$ cat src/rtl/status_pkg.sv
// Purpose: constants for the servo status indicator logic
// Assumes: 200 MHz clock
// Notes:   display step counts are long and overridable at the top
package status_pkg;
  localparam int unsigned CLK_MHZ          = 200;
  localparam int unsigned PWRUP_MS         = 2000;
  localparam longint unsigned PWRUP_CYCLES =
    longint'(PWRUP_MS) * 1000 * CLK_MHZ;
  localparam int unsigned STEP_MS          = 500;
  localparam longint unsigned STEP_CYCLES  =
    longint'(STEP_MS) * 1000 * CLK_MHZ;
  localparam int unsigned CFG_W            = 8;
  localparam int unsigned ALARM_W          = 12;
  localparam logic [ALARM_W-1:0] BACKUP_ALARM_CODE = 12'h810;
  localparam logic [CFG_W-1:0]   CFG_RESET = 8'h00;
  localparam logic [2:0] CH_BLANK   = 3'h0;
  localparam logic [2:0] CH_FWD     = 3'h1;
  localparam logic [2:0] CH_REV     = 3'h2;
  localparam logic [2:0] CH_ALARM   = 3'h3;
  typedef enum logic [1:0] {SHOW_FWD, SHOW_REV, SHOW_ALARM} slot_e;
endpackage

$ cat src/rtl/servo_status_indicator.sv
// Purpose: status lamps, scrolling code display, power-up alarm gating
// Assumes: status inputs are synchronous unless marked as pins
// Notes:   display holds each character for one step time
//
// Behaviour
// - alarm output held off two seconds after power-up
// - lamp one lit while motor rotates
// - lamp two lit while servo disabled
// - lamp three lit while command received
// - lamp four lit while link connected
// - forward code on limit inactive or overrun
// - reverse code on limit inactive or overrun
// - codes shown one character at a time
// - alarm code value identifies the error
// - backup alarm flagged until encoder setup
// - encoder cable removal clears stored position
// - depleted battery clears stored position
// - some configuration applies only after power cycle
`timescale 1ns/1ps
module servo_status_indicator
  import status_pkg::*;
#(
  parameter longint unsigned PWRUP_N = PWRUP_CYCLES,
  parameter longint unsigned STEP_N  = STEP_CYCLES
) (
  input  wire logic               clock,
  input  wire logic               rstn,
  input  wire logic               rotating,
  input  wire logic               servo_enabled,
  input  wire logic               command_active,
  input  wire logic               link_connected,
  input  wire logic               forward_limit_input,
  input  wire logic               reverse_limit_input,
  input  wire logic               fwd_soft_limit,
  input  wire logic               rev_soft_limit,
  input  wire logic               error_present,
  input  wire logic [ALARM_W-1:0] error_code,
  input  wire logic               abs_encoder,
  input  wire logic               encoder_cable_ok,
  input  wire logic               battery_ok,
  input  wire logic               encoder_setup,
  input  wire logic [CFG_W-1:0]   cfg_written,
  output logic [3:0]              status_lamp,
  output logic [2:0]              disp_char,
  output logic [ALARM_W-1:0]      disp_alarm,
  output logic                    alarm_output,
  output logic                    backup_alarm,
  output logic [CFG_W-1:0]        cfg_active
);

  // ------------------------------------------------------------
  // pin synchronisers
  // ------------------------------------------------------------
  logic [3:0] pin_s1_r;
  logic [3:0] pin_s2_r;
  wire  [3:0] pin_raw = {forward_limit_input, reverse_limit_input,
                         encoder_cable_ok, battery_ok};
  always_ff @(posedge clock) begin
    if (!rstn) begin
      pin_s1_r <= 4'hf;
      pin_s2_r <= 4'hf;
    end else begin
      pin_s1_r <= pin_raw;
      pin_s2_r <= pin_s1_r;
    end
  end
  wire fwd_pin_ok = pin_s2_r[3];
  wire rev_pin_ok = pin_s2_r[2];
  wire cable_ok   = pin_s2_r[1];
  wire batt_ok    = pin_s2_r[0];

  // ------------------------------------------------------------
  // power-up delay and configuration latch
  // ------------------------------------------------------------
  logic [63:0]      pwr_cnt_r;
  logic             pwr_done_r;
  logic [CFG_W-1:0] cfg_active_r;
  wire pwr_last = (pwr_cnt_r == PWRUP_N - 64'h1);
  always_ff @(posedge clock) begin
    if (!rstn) begin
      pwr_cnt_r  <= 64'h0;
      pwr_done_r <= 1'b0;
    end else if (!pwr_done_r) begin
      pwr_cnt_r  <= pwr_cnt_r + 64'h1;
      pwr_done_r <= pwr_last;
    end
  end
  // configuration taken once, at the first edge after reset release
  logic cfg_taken_r;
  always_ff @(posedge clock) begin
    if (!rstn) begin
      cfg_taken_r  <= 1'b0;
      cfg_active_r <= CFG_RESET;
    end else if (!cfg_taken_r) begin
      cfg_taken_r  <= 1'b1;
      cfg_active_r <= cfg_written;
    end
  end
  assign cfg_active = cfg_active_r;

  // ------------------------------------------------------------
  // encoder backup alarm
  // ------------------------------------------------------------
  logic pos_valid_r;
  wire  pos_lost = !cable_ok || !batt_ok;
  always_ff @(posedge clock) begin
    if (!rstn) begin
      pos_valid_r <= 1'b0;
    end else if (pos_lost) begin
      pos_valid_r <= 1'b0;
    end else if (encoder_setup) begin
      pos_valid_r <= 1'b1;
    end
  end
  wire backup_err = abs_encoder && !pos_valid_r;
  assign backup_alarm = backup_err;

  // ------------------------------------------------------------
  // alarm selection and output
  // ------------------------------------------------------------
  wire              any_alarm  = error_present || backup_err;
  wire [ALARM_W-1:0] alarm_sel = error_present ? error_code
                                              : BACKUP_ALARM_CODE;
  logic alarm_out_r;
  always_ff @(posedge clock) begin
    if (!rstn) alarm_out_r <= 1'b0;
    else       alarm_out_r <= pwr_done_r && any_alarm;
  end
  assign alarm_output = alarm_out_r;

  // ------------------------------------------------------------
  // status lamps
  // ------------------------------------------------------------
  logic [3:0] lamp_r;
  wire  [3:0] lamp_nxt = {link_connected, command_active,
                          !servo_enabled, rotating};
  always_ff @(posedge clock) begin
    if (!rstn) lamp_r <= 4'h2;
    else       lamp_r <= lamp_nxt;
  end
  assign status_lamp = lamp_r;

  // ------------------------------------------------------------
  // scrolling code display
  // ------------------------------------------------------------
  wire fwd_code = !fwd_pin_ok || fwd_soft_limit;
  wire rev_code = !rev_pin_ok || rev_soft_limit;
  wire [2:0] active = {any_alarm, rev_code, fwd_code};

  logic [63:0]        step_cnt_r;
  logic               blank_r;
  slot_e              slot_r;
  logic [2:0]         char_r;
  logic [ALARM_W-1:0] alm_r;
  wire step_end = (step_cnt_r == STEP_N - 64'h1);

  // next active slot after the current one, wrapping around
  slot_e slot_nxt;
  always_comb begin
    slot_nxt = slot_r;
    case (slot_r)
      SHOW_FWD:   slot_nxt = active[1] ? SHOW_REV
                           : active[2] ? SHOW_ALARM : SHOW_FWD;
      SHOW_REV:   slot_nxt = active[2] ? SHOW_ALARM
                           : active[0] ? SHOW_FWD : SHOW_REV;
      SHOW_ALARM: slot_nxt = active[0] ? SHOW_FWD
                           : active[1] ? SHOW_REV : SHOW_ALARM;
      default:    slot_nxt = SHOW_FWD;
    endcase
  end
  wire [2:0] char_nxt = (slot_nxt == SHOW_FWD) ? CH_FWD :
                        (slot_nxt == SHOW_REV) ? CH_REV : CH_ALARM;

  always_ff @(posedge clock) begin
    if (!rstn) begin
      step_cnt_r <= 64'h0;
      blank_r    <= 1'b1;
      slot_r     <= SHOW_ALARM;
      char_r     <= CH_BLANK;
      alm_r      <= '0;
    end else if (step_end) begin
      step_cnt_r <= 64'h0;
      if (!blank_r || active == 3'h0) begin
        blank_r <= 1'b1;
        char_r  <= CH_BLANK;
      end else begin
        blank_r <= 1'b0;
        slot_r  <= slot_nxt;
        char_r  <= char_nxt;
        alm_r   <= alarm_sel;
      end
    end else begin
      step_cnt_r <= step_cnt_r + 64'h1;
    end
  end
  assign disp_char  = char_r;
  assign disp_alarm = alm_r;

  // ------------------------------------------------------------
  // checks
  // ------------------------------------------------------------
  property p_pwr_quiet;
    @(posedge clock) disable iff (!rstn)
      !pwr_done_r |-> ##1 !alarm_output;
  endproperty
  a_pwr_quiet: assert property (p_pwr_quiet)
    else $error("alarm output active during power-up");

  property p_lamps;
    @(posedge clock) disable iff (!rstn)
      rstn |=> status_lamp == {$past(link_connected),
        $past(command_active), !$past(servo_enabled), $past(rotating)};
  endproperty
  a_lamps: assert property (p_lamps)
    else $error("status lamps do not follow state");

  property p_blank_between;
    @(posedge clock) disable iff (!rstn)
      (step_end && !blank_r) |=> disp_char == CH_BLANK;
  endproperty
  a_blank_between: assert property (p_blank_between)
    else $error("no blank step after a character");

  property p_backup_hold;
    @(posedge clock) disable iff (!rstn)
      (abs_encoder && pos_lost) |=> backup_alarm || !abs_encoder;
  endproperty
  a_backup_hold: assert property (p_backup_hold)
    else $error("backup alarm missing after position loss");

  property p_alarm_follow;
    @(posedge clock) disable iff (!rstn)
      (pwr_done_r && any_alarm) |=> alarm_output;
  endproperty
  a_alarm_follow: assert property (p_alarm_follow)
    else $error("alarm output not raised for alarm");

  property p_cfg_stable;
    @(posedge clock) disable iff (!rstn)
      cfg_taken_r |=> $stable(cfg_active);
  endproperty
  a_cfg_stable: assert property (p_cfg_stable)
    else $error("configuration changed without power cycle");

  property p_fwd_shown;
    @(posedge clock) disable iff (!rstn)
      (step_end && blank_r && slot_nxt == SHOW_FWD && active != 3'h0)
        |=> disp_char == CH_FWD && $past(fwd_code);
  endproperty
  a_fwd_shown: assert property (p_fwd_shown)
    else $error("forward code shown wrongly");

  property p_one_char;
    @(posedge clock) disable iff (!rstn)
      !step_end |=> $stable(disp_char);
  endproperty
  a_one_char: assert property (p_one_char)
    else $error("display changed mid step");

  property p_rev_shown;
    @(posedge clock) disable iff (!rstn)
      (step_end && blank_r && slot_nxt == SHOW_REV && active != 3'h0)
        |=> disp_char == CH_REV && $past(rev_code);
  endproperty
  a_rev_shown: assert property (p_rev_shown)
    else $error("reverse code shown wrongly");

  property p_alarm_shown;
    @(posedge clock) disable iff (!rstn)
      (step_end && blank_r && slot_nxt == SHOW_ALARM && active != 3'h0)
        |=> disp_char == CH_ALARM && disp_alarm == $past(alarm_sel)
            && $past(any_alarm);
  endproperty
  a_alarm_shown: assert property (p_alarm_shown)
    else $error("alarm code shown wrongly");

  property p_idle_blank;
    @(posedge clock) disable iff (!rstn)
      (step_end && active == 3'h0) |=> disp_char == CH_BLANK;
  endproperty
  a_idle_blank: assert property (p_idle_blank)
    else $error("display not blank with no active code");

  property p_alarm_clear;
    @(posedge clock) disable iff (!rstn)
      !any_alarm |=> !alarm_output;
  endproperty
  a_alarm_clear: assert property (p_alarm_clear)
    else $error("alarm output raised with no alarm");

  property p_pwr_early;
    @(posedge clock) disable iff (!rstn)
      (!pwr_done_r && !pwr_last) |=> !pwr_done_r;
  endproperty
  a_pwr_early: assert property (p_pwr_early)
    else $error("power-up delay ended early");

  property p_setup_clears;
    @(posedge clock) disable iff (!rstn)
      (encoder_setup && !pos_lost) |=> !backup_alarm;
  endproperty
  a_setup_clears: assert property (p_setup_clears)
    else $error("encoder setup did not clear backup alarm");

  property p_backup_keep;
    @(posedge clock) disable iff (!rstn)
      (backup_alarm && !encoder_setup) |=> backup_alarm || !abs_encoder;
  endproperty
  a_backup_keep: assert property (p_backup_keep)
    else $error("backup alarm cleared without setup");

  property p_cfg_take;
    @(posedge clock) disable iff (!rstn)
      (rstn && !cfg_taken_r) |=> cfg_active == $past(cfg_written);
  endproperty
  a_cfg_take: assert property (p_cfg_take)
    else $error("configuration not taken after reset");

endmodule

$ cat config.mk
export PLATFORM = sky130hd
export DESIGN_NAME = servo_status_indicator
export DESIGN_NICKNAME = d
export VERILOG_FILES = /design/src/rtl/status_pkg.sv /design/src/rtl/servo_status_indicator.sv
export SDC_FILE = /design/constraint.sdc
export NUM_CORES = 1
export LEC_CHECK = 0
export BUFFER_PORTS_ARGS = -buffer_cell sky130_fd_sc_hd__buf_2
export CORE_MARGIN = 5
export CORE_UTILIZATION = 55
export CTS_BUF_LIST = sky130_fd_sc_hd__clkbuf_4 sky130_fd_sc_hd__clkbuf_8 sky130_fd_sc_hd__clkbuf_16
export CTS_CLUSTER_SIZE = 28
export DETAILED_ROUTE_END_ITERATION = 12
export GPL_TIMING_DRIVEN = 1
export PLACE_DENSITY = 0.84
export RECOVER_POWER = 25
export SYNTH_ARGS = -nofsm -noshare
export SYNTH_HDL_FRONTEND = slang
export SYNTH_SLANG_ARGS = --single-unit
$ cat constraint.sdc
create_clock -name clock -period 8.1 [get_ports clock]
set_input_delay 2.43 -clock clock [delete_from_list [all_inputs] [get_ports clock]]
set_output_delay 2.43 -clock clock [all_outputs]
set_load 0.01 [all_outputs]
# Word-level counts from Yosys, hierarchy flattened
# Cells that the tools add are included.
[word_totals]
output_inout_bits = 29
wordCells = 57
input_bits = 35
ff_bits = 170
[classes]
reduce_logical = 20
addsub = 2
muxes = 14
eq_ne = 5
n_bitwise = 2
[op_table]
columns = ["cell", "n"]
rows = [
  ["$add 64x1->64 const B", 2],
  ["$eq 64x27->1 const B", 1],
  ["$eq 64x29->1 const B", 1],
  ["$mux 2", 7],
  ["$mux 12", 1],
  ["$logic_not 1->1", 7],
  ["$pmux 2 s3", 1],
  ["$logic_or 1x1->1", 5],
  ["$mux 1", 5],
  ["$eq 2x1->1 const B", 2],
  ["$logic_not 2->1", 2],
  ["$reduce_or 2->1", 2],
  ["$logic_not 3->1", 1],
  ["$eq 2x2->1 const B", 1],
  ["$logic_and 1x1->1", 2],
  ["$not 1->1", 2],
  ["$reduce_and 2->1", 1],
]

# Logic depth before layout (Yosys ltp)
# Gate-level depths: netlist (run 1).
[depth]
depth_word = 10
ltp_mapped = 9
mapped_depth_nobuf = 6

# Worst setup path before layout (run 1)
# No wires, ideal clock.
[synth_timing]
path_kind = "in2out"
startpoint = "input abs_encoder"
endpoint = "output backup_alarm"
arrival_ps = 2759
path_slack_ps = 2911
stages = 1
n_path_buf = 0
t_required_ps = 5670
path_cell_list = "nor2b_1"
[synth_between]
elab_chain_len = 1
[synth_rtl]
columns = ["item", "line_no", "source"]
rows = [
  ["start, declared", "servo_status_indicator.sv:38", "input wire logic abs_encoder,"],
  ["$logic_and 1x1->1", "servo_status_indicator.sv:115", "wire backup_err = abs_encoder && !pos_valid_r;"],
  ["end, declared", "servo_status_indicator.sv:47", "output logic backup_alarm,"],
]
# Every way passes these cells.

# Final worst setup path (run 1)
# Same ends and word-level chain as after synthesis.

==> summary.md, run 1 <==
| Metric | Value |
|---|---|
| H-tree levels | `4` |
| Setup Crit Path Kind | `input port to primary output` |
| DR vias/cell | `a little over 6` |
| Critical path cell sequence | `buf_2 -> nor2b_1 -> buf_2` |
| DR vias | `between 7000 and 8000` |
| Crit. End Element | `primary output` |
| Synthesized area | `a little under 0.008 mm²` |
| Routed length per instance | `about 16 µm` |
| Final Setup Violations | `0` |
| CP startpoint kind | `input port` |
| Most common cell in the netlist | `dfxtp_1` |
| CTS sink cnt | `169` |
| Die X | `~130 µm` |
| Hold endpoint | `pin_s2_r[3]$_SDFF_PN1_` |
| DRT Pass-1 Iters | `5` |
| Worst Path Arrival | `between 3000 and 4000 ps` |
| Setup WS pre-CTS | `between 2000 and 3000 ps` |
| Critical Path RT | `roughly 5700 ps` |
| Slowest stage delay, CP | `340 ps` |
| Worst R2R Start | `step_cnt_r[0]$_SDFF_PP0_` |
| Setup TNS | `0 ps` |
| RSZ-0062 raised after global routing | `no` |
| Minimum clock period | `5490 ps` |
| Total GRT Usage | `22.5%` |
| Delay-heaviest family, CP | `simple AND/OR/NAND/NOR gates` |
| R2R cell count | `6` |
| Mapped Nets | `around 980` |
| Core ar. | `roughly 0.014 mm²` |
| Port bufs | `62` |
| Final hold vios | `0` |
| Reg-to-reg endpoint | `disp_alarm[8]$_SDFFE_PN0P_` |
| Share of cells above drive strength 1 | `between 8 and 9%` |
| Worst slew pin tran | `approximately 2200 ps` |
| Routed wire length | `between 15000 and 20000 µm` |
| Max Cap Viol | `1` |
| Synth Register Bits | `approximately 170` |
| Crit share post-route | `approximately two thirds` |
| DRT antenna net count | `0` |
| Hold Buf Count CTS | `0` |
| DP Wirelength | `12300 µm` |
| Number of enable flip-flop cells after synthesis | `0` |
| Hold Crit Start | `pin_s1_r[3]$_SDFF_PN1_` |
| Clock-pin slew on the worst setup and hold paths | `~70 ps` |
| Max rail drop VDD | `~0.14 mV` |
| Clock Root Buffer | `clkbuf_16` |
| WHS Path Cells | `1` |
| Synth top cells by count | `dfxtp_1, nor2_1, nand3_1` |
| Row count | `43` |
| Asr flop ratio synth | `0%` |
| R2R setup slack | `around 5000 ps` |
| Starting density of the core | `~56%` |
| Synth Area per Inst | `between 8 and 9 µm²` |
| Vias in the first global route | `6638` |
| Run status | `finished, violations left` |
| Top_reg_cell synth | `dfxtp_1` |
| Hold/Removal Path Class | `register to register` |
| Die area | `around 0.017 mm²` |
| Final-stage net count | `between 1000 and 1500` |
| Worst Path Max Fanout | `5` |
| Max Buffers Root-to-Sink | `2` |
| Syn. warnings | `0` |
| WP buf/inv | `2` |
| Largest net degree at the start of global routing | `between 70 and 80` |
| CTS tree | `built` |
| Leading area contributor after synthesis | `dfxtp_1` |
| Slew Limit Fails | `53` |
| Diodes inserted | `0` |
| Final GP Congestion | `a little under 1` |
| DR iter-0 viols | `around 640` |
| Number of setup buffers added after CTS | `0` |
| Final worst-path setup slack | `2610 ps` |
| Synth top area share | `a little over two fifths` |
| Static Leak | `around 2.9 nW` |
| Cells after synthesis | `942` |
| Yosys cell types | `51` |
| First-pass GRT wire length | `a little over 30000 µm` |
| Initial antenna violation count | `0` |
| CTS buffer count | `17` |
| Post_cts resized | `0` |
| Post-synthesis sequential area ratio | `43.0%` |
| Clock Skew | `around 8.0 ps` |
| Gr ovfl total | `0` |
| Cell area power density | `193 mW/mm²` |
| Synth area leaders | `dfxtp_1, nor2_1, nand3_1` |
| Fmax | `182 MHz` |
| Area delta synth->final | `12.0%` |
| Util after Layout | `63.2%` |
| # IOs | `64` |
| Slowest CP cell | `nor2b_1` |
| Worst-Skew Late Latency | `430 ps` |
| Worst path most repeated cell | `buf_2` |
| Slew Limit Headroom | `-48.6%` |
| Overall power | `1.70 mW` |
| Die extent in y | `130 µm` |
| Remaining DRCs | `0` |
| Violated checks | `max-capacitance violations, max-slew violations` |
## cells by family (layout without fill, tap and decap cells)
logic type,after synthesis,in the layout,share of synthesized area [%]
other,1,1,0.0476
multiplexers,26,26,3.31
AND/OR/NAND/NOR,478,478,33.0
buffers and inverters,69,121,3.56
AO/OA/AOI/OAI,137,137,10.1
XOR/XNOR,60,60,6.68
flip-flops,169,169,43.0
adder cells (fa/ha/maj),2,2,0.318
## worst max-delay path by stage
stage                                     end        start  cells past startpoint  slack (ps)
finish                           backup_alarm  abs_encoder                      3        2610
detailed placement               backup_alarm  abs_encoder                      3        2650
CTS                              backup_alarm  abs_encoder                      3        2660
global route        step_cnt_r[59]$_SDFF_PP0_         rstn                      6        2440
floorplan                        backup_alarm  abs_encoder                      1        2910
global placement                 backup_alarm  abs_encoder                      3        2680
## area by class of cell
cell class | count | area (µm²)
Sequential cell | 169 | 3380
Multi-Input combinational cell | 704 | 4210
Clock buffer | 19 | 447
Tap cell | 180 | 225
Fill cell | 1171 | 5120
Inverter | 21 | 78.8
Timing Repair Buffer | 68 | 327
Clock inverter | 13 | 145
## power breakdown
| part | total (mW) | leakage, nW | internal [mW] | switching, mW |
|---|---|---|---|---|
| clock network | 0.810 | 0.272 | 0.468 | 0.343 |
| logic | 0.0483 | 1.25 | 0.0183 | 0.0299 |
| registers | 0.845 | 1.37 | 0.839 | 0.00570 |
## placed cells by master, fill, tap and decap left out, types with 3 or more instances in the layout
cell,Yosys,final
o21ai_0,39,39
or4_1,30,30
and4_1,7,7
a21oi_1,61,61
nand4_1,48,48
nand4b_1,3,3
nor4_1,52,52
nor3_1,21,21
dfxtp_1,169,169
inv_1,20,20
nand3_1,65,65
clkinvlp_4,0,6
mux2i_1,26,26
clkbuf_16,0,17
and3_1,9,9
buf_2,5,42
nand2_1,64,64
or3_1,42,42
o31ai_1,24,24
inv_6,0,3
nor2_1,96,96
xnor2_1,31,31
nor2b_1,4,4
clkbuf_1,36,21
o22ai_1,3,3
xor2_1,29,29
and2_1,6,4
buf_4,1,5
nand2b_1,16,16
or2_2,3,3
## sequential cells by signal, indices dropped and copies added (netlist names)
name          count
step_cnt_r       64
disp_alarm       12
cfg_taken_r       1
cfg_active        8
slot_r            2
pwr_cnt_r        64
alarm_output      1
status_lamp       4
pin_s1_r          4
disp_char         2
pwr_done_r        1
blank_r           1
pos_valid_r       1
pin_s2_r          4
## routing by layer
layer / vias up / share of wire [%] / GRT usage, %
met5: - / 0 / 0
met4: 0 / 1.5 / 6.05
met3: 31 / 7.7 / 6.14
met2: 262 / 46 / 35.7
met1: 3387 / 45 / 30.4
li1: 3532 / - / -
## through the flow
step | cells | hold WS [ps] | instance area, µm²
floorplan | 942 | 386 | 7870
global placement | 1142 | 388 | 8250
CTS | 1174 | 410 | 8840
detailed placement | 1142 | 393 | 8250
global route | 1174 | 431 | 8810
finish | 1174 | 407 | 8810
No activity file was read; power rests on OpenSTA's default activity.
==> run 2: changes to the inputs <==
ABC_AREA = 1   (was not set)
clock period = 5.4 ns   (was 8.1 ns; I/O delays follow)
==> summary.md, run 2 <==
| Metric | Value |
|---|---|
| Run status | `complete, no violations` |
| Core ar. | `0.0171 mm²` |
| Remaining DRCs | `0` |
| Clock Root Buffer | `clkbuf_16` |
| Cell area power density | `roughly 250 mW/mm²` |
| Logic pwr share | `roughly 3.2%` |
| Setup WS pre-CTS | `between 1500 and 2000 ps` |
| Slew Limit Fails | `0` |
| Total GRT Usage | `around a quarter` |
| Top_reg_cell synth | `dfxtp_1` |
| DRT antenna net count | `0` |
| Port bufs | `62` |
| Crit share post-route | `a little under three quarters` |
| Die area | `approximately 0.020 mm²` |
| Routed length per instance | `~14 µm` |
| Overall power | `between 2 and 3 mW` |
| Routed wire length | `~27000 µm` |
| Fill cell count | `approximately 1700` |
| Max Buffers Root-to-Sink | `2` |
| CTS tree | `built` |
| Clk pwr share | `a little under half` |
| Synth top area share | `a little over a third` |
| DR iter-0 viols | `roughly 800` |
| Largest net degree at the start of global routing | `52` |
| Worst slew pin tran | `~1300 ps` |
| Synth Area per Inst | `between 6 and 7 µm²` |
| DR vias/cell | `~5.3` |
| Post-synthesis sequential area ratio | `~36%` |
| Synth area leaders | `dfxtp_1, nand2_1, nor2_1` |
| Yosys cell types | `39` |
| CP startpoint kind | `input port` |
| R2R setup slack | `between 2000 and 2500 ps` |
| Hold endpoint | `pin_s2_r[1]$_SDFF_PN1_` |
| Starting density of the core | `between 50% and 60%` |
| Final-stage net count | `1634` |
| Vias in the first global route | `8962` |
| Leading area contributor after synthesis | `dfxtp_1` |
| Synth top cells by count | `nand2_1, nor2_1, inv_1` |
| Clock Skew | `approximately 12 ps` |
| Gr ovfl total | `0` |
| Sw frac | `approximately a quarter` |
| Setup TNS | `0 ps` |
| Setup Crit Path Kind | `input port to register` |
| Minimum clock period | `about 3800 ps` |
| Final GP Congestion | `slightly above 1` |
| WHS Path Cells | `1` |
| Hold Buf Count CTS | `0` |
| Fmax | `around 260 MHz` |
| H-tree levels | `4` |
| RSZ-0062 raised after global routing | `no` |
| # IOs | `64` |
| Max rail drop VDD | `0.244 mV` |
| Max Cap Viol | `0` |
| Final worst-path setup slack | `roughly 1600 ps` |
| Crit. End Element | `register` |
| Number of setup buffers added after CTS | `0` |
| Reg-to-reg endpoint | `step_cnt_r[20]$_SDFF_PP0_` |
| Most common cell in the netlist | `nand2_1` |
| Post_cts resized | `0` |
| Asr flop ratio synth | `0%` |
| Row count | `48` |
| Share of cells above drive strength 1 | `about 7.3%` |
| Syn. warnings | `0` |
| Synthesized area | `roughly 0.0094 mm²` |
| Hold Crit Start | `pin_s1_r[1]$_SDFF_PN1_` |
| Number of enable flip-flop cells after synthesis | `0` |
| First-pass GRT wire length | `43000 µm` |
| Most frequent cells in the layout | `nand2_1, nor2_1, inv_1` |
| Most common cell after layout, fill and taps aside | `nand2_1` |
| DR vias | `9809` |
| DRT Pass-1 Iters | `6` |
| Post-Place Cells | `~1800` |
| Cells after synthesis | `1541` |
| Die X | `between 100 and 150 µm` |
| CTS sink cnt | `169` |
| Reg power frac | `49.4%` |
| Area delta synth->final | `10.6%` |
| Int Pwr | `between 1.5 and 2 mW` |
| Critical Path RT | `5750 ps` |
| R2R cell count | `9` |
| Initial antenna violation count | `1` |
| Cell Count, Final, Fillers Out | `1836` |
| Worst Path Max Fanout | `30` |
| Mapped Nets | `1578` |
| Worst R2R Start | `step_cnt_r[60]$_SDFF_PP0_` |
| Static Leak | `between 3 and 4 nW` |
| Sw Pwr | `roughly 0.65 mW` |
| Hold/Removal Path Class | `register to register` |
| Final hold vios | `0` |
| Slew Limit Headroom | `between 10% and 20%` |
| Die extent in y | `141 µm` |
| Synth Register Bits | `between 150 and 200` |
| Final Setup Violations | `0` |
| DP Wirelength | `approximately 20000 µm` |
| Worst-Skew Late Latency | `between 400 and 500 ps` |
| Worst Path Arrival | `roughly 4200 ps` |
| Clock-pin slew on the worst setup and hold paths | `about 70 ps` |
| CTS buffer count | `17` |
==> run 2: cell count changes after synthesis, sizes merged, moves of 17 or more <==
cell | before | now
clkbuf | 39 | 13
inv | 21 | 174
mux2i | 26 | 0
nand2 | 64 | 406
nand4 | 50 | 67
nor2 | 96 | 393
nor3 | 21 | 42
nor4 | 53 | 0
o31ai | 24 | 0
or3 | 42 | 0
or4 | 32 | 0
xnor2 | 31 | 4
==> run 2: kinds of logic after synthesis <==
| group | after synthesis | synth area share, % |
|---|---|---|
| compound gates | 124 | 6.87 |
| xor+xnor | 23 | 2.13 |
| fa+ha+maj | 2 | 0.265 |
| buf+inv | 202 | 8.69 |
| flops | 169 | 35.8 |
| other cells | 1 | 0.0397 |
| simple gates | 1020 | 46.2 |
==> run 2: worst max path at each step <==
stage,start,to,slack [ps],depth (start not counted)
finish,rstn,pwr_done_r$_SDFF_PN0_,1570,7
global route,rstn,pwr_done_r$_SDFF_PN0_,1240,7
CTS,abs_encoder,backup_alarm,1790,4
detailed placement,abs_encoder,backup_alarm,1790,4
global placement,abs_encoder,backup_alarm,1790,4
floorplan,abs_encoder,backup_alarm,2010,2
==> run 2: stage by stage <==
stage                     utilization [%]  hold slack, ps  instance area [µm²]
after floorplan                         -             393                 9450
after global placement               58.0             393                 9890
after detailed placement             58.0             402                 9890
after CTS                            61.4             419                10500
after global routing                 61.3             424                10500
final                                61.3             415                10500
==> run 2: layer usage <==
metal	routed length, µm	global-route usage, %	vias to the layer above
met5	0	0	-
met4	1370	14.0	0
met3	1530	5.19	94
met2	12300	44.0	368
met1	11400	32.7	4351
li1	-	-	4996
==> run 2: power groups by stage <==
| stage | sequential (mW) | combinational [mW] | clock, mW |
|---|---|---|---|
| after global routing | 1.27 | 0.0933 | 1.29 |
| after detailed placement | 1.29 | 0.0836 | 0 |
| after global placement | 1.29 | 0.0817 | 0 |
| after CTS | 1.27 | 0.0836 | 1.23 |
| final | 1.27 | 0.0819 | 1.22 |
| after floorplan | 1.30 | 0.0545 | 0 |
==> run 2: critical path, cell delays in order <==
cell and delay, ps:
clkbuf_1 930, inv_1 820, nor3b_1 380, nand4_1 120, nor3_1 180, nand2_1 60, o21ai_0 60
==> run 2: cell type report <==
| class | count | area [µm²] | area share, % |
|---|---|---|---|
| clock inverters | 14 | 154 | 1.47 |
| clock buffers | 18 | 433 | 4.14 |
| inverters | 175 | 658 | 6.29 |
| multi-input cells | 1170 | 5250 | 50.2 |
| diodes | 1 | 2.50 | 0.0239 |
| repair buffers | 64 | 298 | 2.85 |
| flip-flops and latches | 169 | 3380 | 32.4 |
| well taps | 225 | 282 | 2.69 |
